==> src/hdl/fps_cfg.svh <==
`ifndef FPS_CFG_SVH
`define FPS_CFG_SVH

// ==========================================================================
// Programmer command codes
`define FPS_CMD_CHIP_ERASE  3'h1
`define FPS_CMD_BLOCK_ERASE 3'h2
`define FPS_CMD_WRITE       3'h3
`define FPS_CMD_CHECKSUM    3'h4
`define FPS_CMD_BLANK_CHECK 3'h5
`define FPS_CMD_SECURITY    3'h6

// ==========================================================================
// Security flag positions and shipped value
`define FPS_SEC_CHIP   0
`define FPS_SEC_BLOCK  1
`define FPS_SEC_WRITE  2
`define FPS_SEC_W      3
`define FPS_SEC_RESET  3'h0

// ==========================================================================
// Flash contents
`define FPS_BLANK      8'hFF

// ==========================================================================
// Self-programming unlock sequence and operation codes
`define FPS_UNLOCK_KEY 8'hA5
`define FPS_MODE_BIT   0
`define FPS_SP_WRITE   2'h1
`define FPS_SP_ERASE   2'h2
`define FPS_SP_BLANK   2'h3

`endif

==> src/hdl/fps_pkg.sv <==
package fps_pkg;
  `include "fps_cfg.svh"

  typedef enum logic [2:0] {
    FPS_M_NORMAL = 3'b001,
    FPS_M_PROG   = 3'b010,
    FPS_M_SELF   = 3'b100
  } fps_mode_t;

  typedef enum logic [2:0] {
    FPS_S_IDLE = 3'b001,
    FPS_S_PGM  = 3'b010,
    FPS_S_SELF = 3'b100
  } fps_seq_t;

  typedef enum logic [3:0] {
    FPS_E_IDLE   = 4'b0001,
    FPS_E_RUN    = 4'b0010,
    FPS_E_VERIFY = 4'b0100,
    FPS_E_DONE   = 4'b1000
  } fps_eng_t;

  typedef enum logic [1:0] {
    FPS_OP_ERASE = 2'h0,
    FPS_OP_WRITE = 2'h1,
    FPS_OP_SUM   = 2'h2,
    FPS_OP_BLANK = 2'h3
  } fps_op_t;
endpackage : fps_pkg
==> src/hdl/fps_flash_if.sv <==
`timescale 1ns/1ps
interface fps_flash_if #(parameter int AW = 6);
  import fps_pkg::*;
  logic          start;
  fps_op_t       op;
  logic [AW-1:0] lo;
  logic [AW-1:0] hi;
  logic [7:0]    wdata;
  logic          done;
  logic          ok;
  logic [15:0]   sum;
  logic [AW-1:0] raddr;
  logic [7:0]    rdata;

  modport ctl (output start, op, lo, hi, wdata, raddr, input done, ok, sum, rdata);
  modport eng (input start, op, lo, hi, wdata, raddr, output done, ok, sum, rdata);
endinterface : fps_flash_if

==> src/hdl/fps_ctrl.sv <==
`timescale 1ns/1ps
module fps_ctrl #(
  parameter int AW = 6,
  parameter int BW = 4
) (
  // Clock and reset
  input  wire logic          ref_clk,
  input  wire logic          rst,
  // Programmer link, frames already decoded from the serial line
  input  wire logic          pgm_attach,
  input  wire logic          cmd_valid,
  input  wire logic [2:0]    cmd_code,
  input  wire logic [AW-1:0] cmd_lo,
  input  wire logic [AW-1:0] cmd_hi,
  input  wire logic [7:0]    cmd_data,
  output logic               cmd_ready,
  output logic               rsp_valid,
  output logic               rsp_ack,
  output logic               rsp_nak,
  output logic [15:0]        rsp_sum,
  // Self-programming control from the CPU
  input  wire logic          spm_wr,
  input  wire logic [7:0]    spm_wdata,
  input  wire logic          halt_exec,
  input  wire logic [1:0]    sp_cmd,
  input  wire logic [AW-1:0] sp_addr,
  input  wire logic [7:0]    sp_data,
  output logic               halt_active,
  output logic               sp_fail,
  output logic               self_mode,
  output logic               irq_block,
  output logic               cpu_run,
  // Ordinary data reads
  input  wire logic [AW-1:0] rd_addr,
  output logic [7:0]         rd_data,
  // Mode, pin state and protection status
  output logic               prog_mode,
  output logic               pins_reset_state,
  output logic               pins_halt_state,
  output logic [2:0]         sec_flags
);
  import fps_pkg::*;
  `include "fps_cfg.svh"

  if (AW < 2 || AW > 12 || BW < 1 || BW >= AW) begin : g_bad_cfg
    $error("fps_ctrl: unsupported AW or BW");
  end

  // ========================================================================
  // Helpers
  function automatic logic [AW-1:0] blk_lo(input logic [AW-1:0] a);
    blk_lo = {a[AW-1:BW], {BW{1'b0}}};
  endfunction : blk_lo

  function automatic logic [AW-1:0] blk_hi(input logic [AW-1:0] a);
    blk_hi = {a[AW-1:BW], {BW{1'b1}}};
  endfunction : blk_hi

  // Whether a command is forbidden by the given protection flags.
  function automatic logic refused(input logic [2:0] c,
                                   input logic [`FPS_SEC_W-1:0] f);
    refused = 1'b0;
    if (c == `FPS_CMD_CHIP_ERASE) begin
      refused = f[`FPS_SEC_CHIP];
    end else if (c == `FPS_CMD_BLOCK_ERASE) begin
      refused = f[`FPS_SEC_CHIP] | f[`FPS_SEC_BLOCK] | f[`FPS_SEC_WRITE];
    end else if (c == `FPS_CMD_WRITE) begin
      refused = f[`FPS_SEC_WRITE];
    end
  endfunction : refused

  function automatic logic legal(input logic [2:0] c);
    legal = (c == `FPS_CMD_CHIP_ERASE) || (c == `FPS_CMD_BLOCK_ERASE) ||
            (c == `FPS_CMD_WRITE) || (c == `FPS_CMD_CHECKSUM) ||
            (c == `FPS_CMD_BLANK_CHECK) || (c == `FPS_CMD_SECURITY);
  endfunction : legal

  // ========================================================================
  // State
  fps_mode_t               mode_q;
  fps_seq_t                seq_q;
  logic [`FPS_SEC_W-1:0]   sec_q;
  logic [`FPS_SEC_W-1:0]   sess_q;
  logic [`FPS_SEC_W-1:0]   eff_sec;
  logic                    unlock_q;
  logic [2:0]              code_q;
  logic                    start_q;
  fps_op_t                 op_q;
  logic [AW-1:0]           lo_q;
  logic [AW-1:0]           hi_q;
  logic [7:0]              wdata_q;
  logic                    ready_q;
  logic                    rsp_valid_q;
  logic                    rsp_ack_q;
  logic                    rsp_nak_q;
  logic [15:0]             rsp_sum_q;
  logic                    halt_q;
  logic                    sp_fail_q;
  logic                    take_cmd;
  logic                    take_halt;
  logic                    enter_prog;

  fps_flash_if #(.AW(AW)) fl ();

  fps_flash #(.AW(AW)) u_flash (
    .ref_clk (ref_clk),
    .rst     (rst),
    .fl      (fl)
  );

  assign fl.start = start_q;
  assign fl.op    = op_q;
  assign fl.lo    = lo_q;
  assign fl.hi    = hi_q;
  assign fl.wdata = wdata_q;
  assign fl.raddr = rd_addr;

  // A command is only taken from the programmer, never generated here.
  assign enter_prog = (mode_q == FPS_M_NORMAL) && pgm_attach && cmd_valid;
  assign take_cmd   = (seq_q == FPS_S_IDLE) && cmd_valid && pgm_attach &&
                      (mode_q == FPS_M_PROG || enter_prog);
  assign take_halt  = (seq_q == FPS_S_IDLE) && halt_exec &&
                      (mode_q == FPS_M_SELF);
  // On the entry cycle the stored flags apply directly, else the session copy.
  assign eff_sec    = enter_prog ? sec_q : sess_q;

  // ========================================================================
  // Operating mode
  always_ff @(posedge ref_clk or posedge rst) begin
    if (rst) begin
      mode_q   <= FPS_M_NORMAL;
      unlock_q <= 1'b0;
    end else begin
      case (mode_q)
        FPS_M_NORMAL: begin
          if (enter_prog) begin
            mode_q <= FPS_M_PROG;
          end else if (spm_wr) begin
            unlock_q <= (spm_wdata == `FPS_UNLOCK_KEY);
            if (unlock_q && spm_wdata[`FPS_MODE_BIT]) begin
              mode_q <= FPS_M_SELF;
            end
          end
        end
        FPS_M_PROG: begin
          unlock_q <= 1'b0;
          if (!pgm_attach && seq_q == FPS_S_IDLE) begin
            mode_q <= FPS_M_NORMAL;
          end
        end
        FPS_M_SELF: begin
          if (spm_wr && seq_q == FPS_S_IDLE) begin
            unlock_q <= (spm_wdata == `FPS_UNLOCK_KEY);
            if (unlock_q && !spm_wdata[`FPS_MODE_BIT]) begin
              mode_q <= FPS_M_NORMAL;
            end
          end
        end
        default: mode_q <= FPS_M_NORMAL;
      endcase
    end
  end

  // ========================================================================
  // Protection flags
  always_ff @(posedge ref_clk or posedge rst) begin
    if (rst) begin
      sec_q <= `FPS_SEC_RESET;
    end else if (take_cmd && cmd_code == `FPS_CMD_SECURITY && cmd_lo <= cmd_hi) begin
      sec_q <= sec_q | cmd_data[`FPS_SEC_W-1:0];
    end else if (seq_q == FPS_S_PGM && fl.done && fl.ok &&
                 code_q == `FPS_CMD_CHIP_ERASE && !sec_q[`FPS_SEC_CHIP]) begin
      sec_q[`FPS_SEC_BLOCK] <= 1'b0;
      sec_q[`FPS_SEC_WRITE] <= 1'b0;
    end
  end

  // Session copy captured only at programming mode entry.
  always_ff @(posedge ref_clk or posedge rst) begin
    if (rst) begin
      sess_q <= `FPS_SEC_RESET;
    end else if (enter_prog) begin
      sess_q <= sec_q;
    end
  end

  // ========================================================================
  // Command and halt sequencing
  always_ff @(posedge ref_clk or posedge rst) begin
    if (rst) begin
      seq_q   <= FPS_S_IDLE;
      ready_q <= 1'b0;
      start_q <= 1'b0;
      code_q  <= 3'h0;
      op_q    <= FPS_OP_SUM;
      lo_q    <= '0;
      hi_q    <= '0;
      wdata_q <= 8'h00;
    end else begin
      start_q <= 1'b0;
      case (seq_q)
        FPS_S_IDLE: begin
          ready_q <= 1'b1;
          if (take_cmd) begin
            code_q <= cmd_code;
            if (legal(cmd_code) && !refused(cmd_code, eff_sec) &&
                cmd_code != `FPS_CMD_SECURITY && cmd_lo <= cmd_hi) begin
              seq_q   <= FPS_S_PGM;
              ready_q <= 1'b0;
              start_q <= 1'b1;
              wdata_q <= cmd_data;
              lo_q    <= cmd_lo;
              hi_q    <= cmd_hi;
              if (cmd_code == `FPS_CMD_CHIP_ERASE) begin
                op_q <= FPS_OP_ERASE;
                lo_q <= '0;
                hi_q <= '1;
              end else if (cmd_code == `FPS_CMD_BLOCK_ERASE) begin
                op_q <= FPS_OP_ERASE;
                lo_q <= blk_lo(cmd_lo);
                hi_q <= blk_hi(cmd_lo);
              end else if (cmd_code == `FPS_CMD_WRITE) begin
                op_q <= FPS_OP_WRITE;
              end else if (cmd_code == `FPS_CMD_CHECKSUM) begin
                op_q <= FPS_OP_SUM;
              end else begin
                op_q <= FPS_OP_BLANK;
                lo_q <= '0;
                hi_q <= '1;
              end
            end
          end else if (take_halt) begin
            // Self-programming ignores the protection flags entirely.
            seq_q   <= FPS_S_SELF;
            ready_q <= 1'b0;
            start_q <= 1'b1;
            wdata_q <= sp_data;
            lo_q    <= sp_addr;
            hi_q    <= sp_addr;
            if (sp_cmd == `FPS_SP_WRITE) begin
              op_q <= FPS_OP_WRITE;
            end else if (sp_cmd == `FPS_SP_ERASE) begin
              op_q <= FPS_OP_ERASE;
              lo_q <= blk_lo(sp_addr);
              hi_q <= blk_hi(sp_addr);
            end else begin
              op_q <= FPS_OP_BLANK;
              lo_q <= blk_lo(sp_addr);
              hi_q <= blk_hi(sp_addr);
            end
          end
        end
        FPS_S_PGM: begin
          if (fl.done) begin
            seq_q   <= FPS_S_IDLE;
            ready_q <= 1'b1;
          end
        end
        FPS_S_SELF: begin
          if (fl.done) begin
            seq_q   <= FPS_S_IDLE;
            ready_q <= 1'b1;
          end
        end
        default: begin
          seq_q   <= FPS_S_IDLE;
          ready_q <= 1'b0;
        end
      endcase
    end
  end

  // ========================================================================
  // Responses to the programmer
  always_ff @(posedge ref_clk or posedge rst) begin
    if (rst) begin
      rsp_valid_q <= 1'b0;
      rsp_ack_q   <= 1'b0;
      rsp_nak_q   <= 1'b0;
      rsp_sum_q   <= 16'h0000;
    end else begin
      rsp_valid_q <= 1'b0;
      rsp_ack_q   <= 1'b0;
      rsp_nak_q   <= 1'b0;
      if (take_cmd) begin
        if (!legal(cmd_code) || refused(cmd_code, eff_sec) || cmd_lo > cmd_hi) begin
          rsp_valid_q <= 1'b1;
          rsp_nak_q   <= 1'b1;
        end else if (cmd_code == `FPS_CMD_SECURITY) begin
          rsp_valid_q <= 1'b1;
          rsp_ack_q   <= 1'b1;
        end
      end else if (seq_q == FPS_S_PGM && fl.done) begin
        rsp_valid_q <= 1'b1;
        rsp_ack_q   <= fl.ok;
        rsp_nak_q   <= !fl.ok;
        if (code_q == `FPS_CMD_CHECKSUM) begin
          rsp_sum_q <= fl.sum;
        end
      end
    end
  end

  // ========================================================================
  // Halt and self-programming status
  always_ff @(posedge ref_clk or posedge rst) begin
    if (rst) begin
      halt_q    <= 1'b0;
      sp_fail_q <= 1'b0;
    end else if (take_halt) begin
      halt_q    <= 1'b1;
      sp_fail_q <= 1'b0;
    end else if (seq_q == FPS_S_SELF && fl.done) begin
      halt_q    <= 1'b0;
      sp_fail_q <= !fl.ok;
    end
  end

  // ========================================================================
  // Registered outputs
  always_ff @(posedge ref_clk or posedge rst) begin
    if (rst) begin
      prog_mode        <= 1'b0;
      pins_reset_state <= 1'b0;
      pins_halt_state  <= 1'b0;
      self_mode        <= 1'b0;
      irq_block        <= 1'b0;
      cpu_run          <= 1'b1;
    end else begin
      prog_mode        <= (mode_q == FPS_M_PROG);
      pins_reset_state <= (mode_q == FPS_M_PROG);
      pins_halt_state  <= (mode_q == FPS_M_SELF);
      self_mode        <= (mode_q == FPS_M_SELF);
      irq_block        <= (mode_q == FPS_M_SELF);
      cpu_run          <= !halt_q;
    end
  end

  assign cmd_ready   = ready_q;
  assign rsp_valid   = rsp_valid_q;
  assign rsp_ack     = rsp_ack_q;
  assign rsp_nak     = rsp_nak_q;
  assign rsp_sum     = rsp_sum_q;
  assign halt_active = halt_q;
  assign sp_fail     = sp_fail_q;
  assign rd_data     = fl.rdata;
  assign sec_flags   = sec_q;
endmodule : fps_ctrl

==> src/hdl/fps_flash.sv <==
`timescale 1ns/1ps
module fps_flash #(
  parameter int AW = 6
) (
  // Clock and reset
  input wire logic ref_clk,
  input wire logic rst,
  // Controller side
  fps_flash_if.eng fl
);
  import fps_pkg::*;
  `include "fps_cfg.svh"

  localparam int DEPTH = 1 << AW;

  fps_eng_t      st_q;
  logic [AW-1:0] cur_q;
  logic [7:0]    mem_q [DEPTH];
  logic          ok_q;
  logic [15:0]   sum_q;
  logic [7:0]    rdata_q;
  logic          last;

  assign last = (cur_q == fl.hi);

  // ========================================================================
  // Sequencing: one byte per cycle from lo to hi, writes get a second pass.
  always_ff @(posedge ref_clk or posedge rst) begin
    if (rst) begin
      st_q  <= FPS_E_IDLE;
      cur_q <= '0;
    end else begin
      case (st_q)
        FPS_E_IDLE: begin
          if (fl.start) begin
            st_q  <= FPS_E_RUN;
            cur_q <= fl.lo;
          end
        end
        FPS_E_RUN: begin
          if (last) begin
            cur_q <= fl.lo;
            st_q  <= (fl.op == FPS_OP_WRITE) ? FPS_E_VERIFY : FPS_E_DONE;
          end else begin
            cur_q <= cur_q + 1'b1;
          end
        end
        FPS_E_VERIFY: begin
          if (last) begin
            st_q <= FPS_E_DONE;
          end else begin
            cur_q <= cur_q + 1'b1;
          end
        end
        FPS_E_DONE: st_q <= FPS_E_IDLE;
        default:    st_q <= FPS_E_IDLE;
      endcase
    end
  end

  // ========================================================================
  // Array: erase sets bytes blank, programming can only clear bits.
  always_ff @(posedge ref_clk or posedge rst) begin
    if (rst) begin
      for (int i = 0; i < DEPTH; i++) begin
        mem_q[i] <= `FPS_BLANK;
      end
    end else if (st_q == FPS_E_RUN) begin
      if (fl.op == FPS_OP_ERASE) begin
        mem_q[cur_q] <= `FPS_BLANK;
      end else if (fl.op == FPS_OP_WRITE) begin
        mem_q[cur_q] <= mem_q[cur_q] & fl.wdata;
      end
    end
  end

  // ========================================================================
  // Results: verify and blank flags, running checksum.
  always_ff @(posedge ref_clk or posedge rst) begin
    if (rst) begin
      ok_q  <= 1'b0;
      sum_q <= 16'h0000;
    end else if (st_q == FPS_E_IDLE && fl.start) begin
      ok_q  <= 1'b1;
      sum_q <= 16'h0000;
    end else if (st_q == FPS_E_RUN) begin
      if (fl.op == FPS_OP_BLANK && mem_q[cur_q] != `FPS_BLANK) begin
        ok_q <= 1'b0;
      end
      if (fl.op == FPS_OP_SUM) begin
        sum_q <= sum_q + {8'h00, mem_q[cur_q]};
      end
    end else if (st_q == FPS_E_VERIFY && mem_q[cur_q] != fl.wdata) begin
      ok_q <= 1'b0;
    end
  end

  // Plain read port for ordinary data moves.
  always_ff @(posedge ref_clk or posedge rst) begin
    if (rst) begin
      rdata_q <= 8'h00;
    end else begin
      rdata_q <= mem_q[fl.raddr];
    end
  end

  assign fl.done  = (st_q == FPS_E_DONE);
  assign fl.ok    = ok_q;
  assign fl.sum   = sum_q;
  assign fl.rdata = rdata_q;
endmodule : fps_flash

==> config.mk <==
export PLATFORM = sky130hd
export DESIGN_NAME = fps_ctrl
export DESIGN_NICKNAME = d
export VERILOG_FILES = /design/src/hdl/fps_pkg.sv /design/src/hdl/fps_flash_if.sv /design/src/hdl/fps_ctrl.sv /design/src/hdl/fps_flash.sv
export VERILOG_INCLUDE_DIRS = /design/src /design/src/hdl
export SDC_FILE = /design/constraint.sdc
export NUM_CORES = 2
export LEC_CHECK = 0
export ABC_CLOCK_PERIOD_IN_PS = 22100
export BUFFER_PORTS_ARGS = -buffer_cell sky130_fd_sc_hd__clkbuf_2
export CORE_MARGIN = 4
export CORE_UTILIZATION = 63
export DETAILED_ROUTE_END_ITERATION = 6
export PLACE_DENSITY = 0.81
export SLEW_MARGIN = 0
export SYNTH_ARGS = -nofsm -noshare
export SYNTH_HDL_FRONTEND = slang
export SYNTH_HIERARCHICAL = 1
export SYNTH_SLANG_ARGS = --single-unit
==> constraint.sdc <==
create_clock -name ref_clk -period 22.1 [get_ports ref_clk]
set_input_delay 2.21 -clock ref_clk [delete_from_list [all_inputs] [get_ports ref_clk]]
set_output_delay 2.21 -clock ref_clk [all_outputs]
set_load 0.01 [all_outputs]
### After elaboration in Yosys (flattened, before gate mapping)

Index checks and enable logic that the tools add are counted.

| storage, ports and cells | value |
|---|---|
| register bits | 611 |
| input port bits | 59 |
| output and inout bits | 39 |

| operators by class | value |
|---|---|
| $add $sub $neg | 2 |
| $lt $le $gt $ge | 5 |
| eq/ne operators | 44 |
| muxes and demuxes | 102 |
| bitwise gates (word level) | 8 |
| reduce and logical (&&, ||, !) cells | 62 |

Operators by type and width:

| cell | count |
|---|---|
| $mux W512 | 2 |
| $bwmux W512 | 1 |
| $or A512 B512 Y512 | 1 |
| $mux W6 | 17 |
| $bmux W8 S6 | 2 |
| $mux W8 | 8 |
| $demux W8 S6 | 1 |
| $mux W16 | 3 |
| $mux W1 | 35 |
| $mux W3 | 11 |
| $logic_and A1 B1 Y1 | 25 |
| $mux W4 | 6 |
| $mux W2 | 10 |
| $eq A3 B3 Y1 const B | 6 |
| $pmux W6 S3 | 1 |
| $add A16 B8 Y16 | 1 |
| $reduce_and A3 Y1 | 5 |
| $ge A7 B7 Y1 const B | 2 |
| $not A6 Y7 | 2 |
| $eq A3 B1 Y1 const B | 4 |
| $eq A3 B2 Y1 const B | 4 |
| $ne A2 B1 Y1 const B | 6 |
| $ne A3 B3 Y1 const B | 4 |
| $pmux W4 S3 | 1 |
| 33 further kinds | 65 |

### Longest topological paths before layout

| logic depth | value |
|---|---|
| depth after elaboration | 17 |
| mapped depth | 19 |
| depth with buffers taken out | 15 |

### Hierarchy

Netlist, hierarchy kept.

Modules (own cells, without submodules):

| module | times used | cells each | area an instance (um^2) | sequential area each (um^2) |
|---|---|---|---|---|
| fps_flash | 1 | 2665 | 29442.0 | 14330.0 |
| fps_ctrl | 1 | 312 | 3359.5 | 1606.5 |

### Least setup slack after synthesis

OpenSTA, ideal clock, no wires.

| timing | value |
|---|---|
| kind | in2reg |
| start | in cmd_hi[5] |
| end | reg hi_q[0], in the netlist fl.hi[0] |
| data arrival time | 4224 ps |
| required time | 21975 ps |
| setup slack | 17751 ps |
| stages on the path | 10 |
| buffers on the path | 2 |
| cells stage by stage | inv_1 -> ha_1 -> a41o_1 -> a21oi_1 -> a32oi_1 -> or4b_1 -> o21a_1 -> buf_6 -> buf_6 -> mux2_4 |

| between the ends | value |
|---|---|
| longest elaborated chain between the ends | 4 |

RTL lines:

| item | RTL line | text |
|---|---|---|
| from (decl) | fps_ctrl.sv:14 | `input wire logic [AW-1:0] cmd_hi,` |
| $le A6 B6 Y1 | fps_ctrl.sv:207 | `` cmd_code != `FPS_CMD_SECURITY && cmd_lo <= cmd_hi) begin `` |
| $logic_and A1 B1 Y1 | fps_ctrl.sv:206 | `if (legal(cmd_code) && !refused(cmd_code, eff_sec) &&` |
| $ne A2 B1 Y1 (no line) | - |  |
| $reduce_and A3 Y1 (no line) | - |  |
| to (signal assigned) | fps_ctrl.sv:213 | `hi_q <= cmd_hi;` |
| to (signal assigned) | fps_ctrl.sv:221 | `hi_q <= blk_hi(cmd_lo);` |
| to (signal assigned) | fps_ctrl.sv:239 | `hi_q <= sp_addr;` |
| to (decl) | fps_ctrl.sv:90 | `logic [AW-1:0] hi_q;` |

No other way between the ends.
A chain may end at the register's enable or synchronous reset.

### Final worst setup path

| timing | value |
|---|---|
| start | reg u_flash.cur_q[0] |
| end | reg u_flash.sum_q[10], in the netlist u_flash/fl.sum[10] |

| between the ends | value |
|---|---|
| longest elaborated chain between the ends | 8 |

RTL lines:

| item | RTL line | text |
|---|---|---|
| from (decl) | fps_flash.sv:17 | `logic [AW-1:0] cur_q;` |
| from (signal assigned) | fps_flash.sv:37 | `cur_q <= fl.lo;` |
| from (signal assigned) | fps_flash.sv:42 | `cur_q <= fl.lo;` |
| from (signal assigned) | fps_flash.sv:45 | `cur_q <= cur_q + 1'b1;` |
| $not A6 Y7 | fps_flash.sv:91 | `sum_q <= sum_q + {8'h00, mem_q[cur_q]};` |
| $bmux W8 S6 | fps_flash.sv:91 |  |
| $mux W8 (implied by the code) (2 in a row) | fps_flash.sv:91 |  |
| $add A16 B8 Y16 | fps_flash.sv:91 |  |
| $mux W16 | fps_flash.sv:90 | `if (fl.op == FPS_OP_SUM) begin` |
| $mux W16 | fps_flash.sv:86 | `end else if (st_q == FPS_E_RUN) begin` |
| $mux W16 | fps_flash.sv:83 | `end else if (st_q == FPS_E_IDLE && fl.start) begin` |
| to (signal assigned) | fps_flash.sv:91 |  |
| to (decl) | fps_flash.sv:20 | `logic [15:0] sum_q;` |

No other way between the ends. The select of a mux whose other input is x is not followed.

==> results.json <==
{
  "status": "finished, final reports clean",
  "skew_ns": 0.0277,
  "clk_path_buf_depth": 3,
  "grt_pass1_vias": 26300,
  "synth_edf_count": 0,
  "clock_latency_ns": 0.62,
  "vdd_drop_max_v": 0.0000842,
  "syn_to_final_growth_pct": 8.65,
  "clkPwrFrac_pct": 33.6,
  "drt_pass1_iterations": 6,
  "hold_depth": 1,
  "synthTopCellsByArea": "dfstp_2, mux4_2, a21oi_1",
  "grt.total_usage_pct": 37.8,
  "postRouteAntennaNets": 0,
  "grt-busiest-layer": "met2",
  "rsz0062_at_grt": "false",
  "final_net_count": 3032,
  "n_fill_cell": 3524,
  "hold_class": "flip-flop to flip-flop",
  "p_int_w": 0.00214,
  "cp.required_ns": 22.61,
  "dp_cells": 3559,
  "cts_root_buf": "clkbuf_16",
  "pwr-share-comb_pct": 29.6,
  "io_pins": 98,
  "seq_area_frac_synth_pct": 48.6,
  "met1_usage_pct": 49.6,
  "ys.flop_type": "dfstp_2",
  "grt_pass1_wl_um": 162000,
  "die_y_um": 236,
  "slew_viol_final": 0,
  "max_freq_mhz": 160,
  "synth_compound_area_share_pct": 14.8,
  "synth_commonest_cells": "nor2_1, dfstp_2, a21oi_1",
  "finalCritPeriodShare_pct": 28.3,
  "hold_viol_final": 0,
  "critical_path_class": "flip-flop to flip-flop",
  "cts_resized": 0,
  "cts_sinks": 611,
  "syn_nets": 3062,
  "yosys.area.top_type_share_pct": 41.4,
  "gp_congestion": 1.04,
  "drt-vias-per-instance": 7.20,
  "chipWidth_um": 236,
  "dp_hpwl_um": 68800,
  "synth_top_cell_by_area": "dfstp_2",
  "post-route-min-period_ns": 6.25,
  "wl_per_cell_um": 29.0,
  "grt_use_met3_pct": 12.7,
  "startpoint_type": "flip-flop",
  "start_util_pct": 63.8,
  "synth_xor_area_share_pct": 0.347,
  "async_flop_share_pct": 100,
  "core_um2": 51400,
  "ys_types": 89,
  "portBuffers": 97,
  "clk_pin_slew_worst_paths_ns": 0.06,
  "reg2reg_depth": 17,
  "syn_area_per_cell_um2": 11.0,
  "end_kind": "flip-flop",
  "swShare_pct": 37.6,
  "rows": 83,
  "post-route-drc-count": 0,
  "relSlewSlack_pct": 10.2,
  "yosys.area_share.adder_pct": 1.01,
  "antenna_found_initial": 4,
  "final_cells": 3679,
  "htree_levels": 3,
  "cap_violations": 0,
  "yosys.cell_count.top_type": "nor2_1",
  "synthMuxAreaShare_pct": 19.5,
  "syn_area_um2": 32800,
  "cts_tree": "done",
  "power.switching_w": 0.00129,
  "drive_above_1_share_pct": 37.9,
  "finalSetupTns_ns": 0,
  "use_met2_pct": 55.2,
  "dr_total_vias": 26500,
  "overflow": 0,
  "power.leakage_nw": 13.9,
  "cts_buffers": 66,
  "grt_start_max_net_pins": 200,
  "crit_fanout": 47,
  "synthCells": 2977,
  "cts_setup_buffers": 0,
  "worst-slew-pin-transition_ns": 1.34,
  "holdBufCountCts": 0,
  "die_area_um2": 55800,
  "synth_top_family_by_area": "multiplexers",
  "synth-simple-area-share_pct": 11.6,
  "finalSetupViolCount": 0,
  "seq_power_share_pct": 36.8,
  "ys_ff_latch": 611,
  "drt-total-wl_um": 107000,
  "drtIter0Drc": 3817,
  "powerDensity_nw_per_um2": 96.3,
  "worst_ep_arrival_time_ns": 6.76,
  "yosys_warnings": 6
}
-- flip-flops by register name (all words and copies together), names as in the netlist, 2 cells and up --
name              count
code_q                3
fl.hi                 6
fl.lo                 6
fl.op                 2
fl.wdata              8
mode_q                3
rsp_sum              16
sec_flags             3
seq_q                 3
sess_q                3
u_flash/cur_q         6
u_flash/fl.rdata      8
u_flash/fl.sum       16
u_flash/mem_q       512
u_flash/st_q          4
-- cells by family after synthesis --
group	count (synthesis)
simple gates	877
compound gates	828
flops	611
mux	352
buf+inv	270
fa+ha+maj	26
xor+xnor	13
-- critical path, cell delays in order (launching register included) --
cell and delay (ns):
dfrtp_4 0.63, buf_4 0.51, buf_4 0.67, nor2_4 0.35, a22oi_1 0.26, o21ai_0 0.09
a21oi_1 0.53, o2111ai_1 0.52, ha_1 0.44, fa_1 0.44, a21o_1 0.18, a21oi_1 0.21
o21bai_1 0.09, a21oi_1 0.23, o21bai_1 0.11, a21oi_1 0.43, o21ai_0 0.21, a21oi_1 0.21
-- cell usage in the layout (no fill, tap or decap), types with 7 or more instances in the layout --
cell,Yosys,final
mux2_4,18,18
a22oi_1,23,23
clkbuf_16,0,70
a22o_1,16,16
a21oi_1,495,495
dfrtp_1,94,91
buf_4,18,51
mux2_2,58,58
a221oi_1,52,52
a31oi_1,11,11
or3_1,8,8
clkbuf_2,0,95
nor2_2,27,28
clkbuf_1,107,12
o21ai_0,111,111
nor4b_1,10,10
nand3_1,26,26
clkinv_2,0,13
mux4_2,216,216
nor2_1,551,541
o2bb2ai_1,7,7
o22ai_1,25,25
xnor2_1,8,8
dfstp_2,517,517
nor3b_1,8,8
nor3_1,8,8
ha_1,25,25
mux2i_1,60,60
clkbuf_8,0,18
nand2_1,165,165
nor2_4,0,9
inv_1,22,20
nand2b_1,11,11
-- through the flow --
stage	worst slack (ns)	power [W]	util (%)	cell area [µm²]	hold slack, ns
final	15.85	0.00343	69.3	35600	0.452
after global routing	15.80	0.00351	69.3	35600	0.443
after CTS	16.25	0.00339	69.3	35600	0.437
after detailed placement	16.26	0.00223	64.9	33400	0.429
after global placement	16.31	0.00222	64.9	33400	0.394
after floorplan	5.45	0.00191	-	32800	0.439
-- final timing paths --
kind	start	endpoint	slack [ns]
worst max register to register	u_flash/cur_q[0]$_DFFE_PP0P_	u_flash/fl.sum[10]$_DFFE_PP0P_	15.85
worst min register to register	halt_active$_DFFE_PP0P_	cpu_run$_DFF_PP1_	0.45
min in group asynchronous	rst	u_flash/fl.sum[13]$_DFFE_PP0P_	1.83
worst max-delay path	u_flash/cur_q[0]$_DFFE_PP0P_	u_flash/fl.sum[10]$_DFFE_PP0P_	15.85
max in group asynchronous	rst	u_flash/fl.rdata[2]$_DFF_PP0_	17.84
worst min-delay path	halt_active$_DFFE_PP0P_	cpu_run$_DFF_PP1_	0.45
-- power groups by stage --
stage | clock network [W] | registers, W | logic [W]
2_1_floorplan | 0 | 0.00121 | 0.000699
3_3_place_gp | 0 | 0.00127 | 0.000944
3_5_place_dp | 0 | 0.00127 | 0.000956
4_1_cts | 0.00116 | 0.00126 | 0.000964
5_1_grt | 0.00121 | 0.00127 | 0.00103
6_report | 0.00115 | 0.00126 | 0.00102
-- layer usage --
layer | part of all wire, % | up-vias
met3 | 13 | 603
li1 | - | 10800
met1 | 35 | 13100
met4 | 8.3 | 4
met5 | 0.026 | -
met2 | 43 | 2030
-- area by class of cell --
| type | count | area (µm²) | area share, % |
|---|---|---|---|
| multi-input combinational | 2096 | 15600 | 43.7 |
| clock inverter | 20 | 233 | 0.653 |
| antenna | 1 | 2.50 | 0.00702 |
| tap | 680 | 851 | 2.39 |
| sequential | 611 | 15900 | 44.7 |
| timing repair buffer | 148 | 892 | 2.50 |
| clock buffer | 99 | 2030 | 5.70 |
| inverter | 24 | 97.6 | 0.274 |
Power figures use the tool's default switching activity.
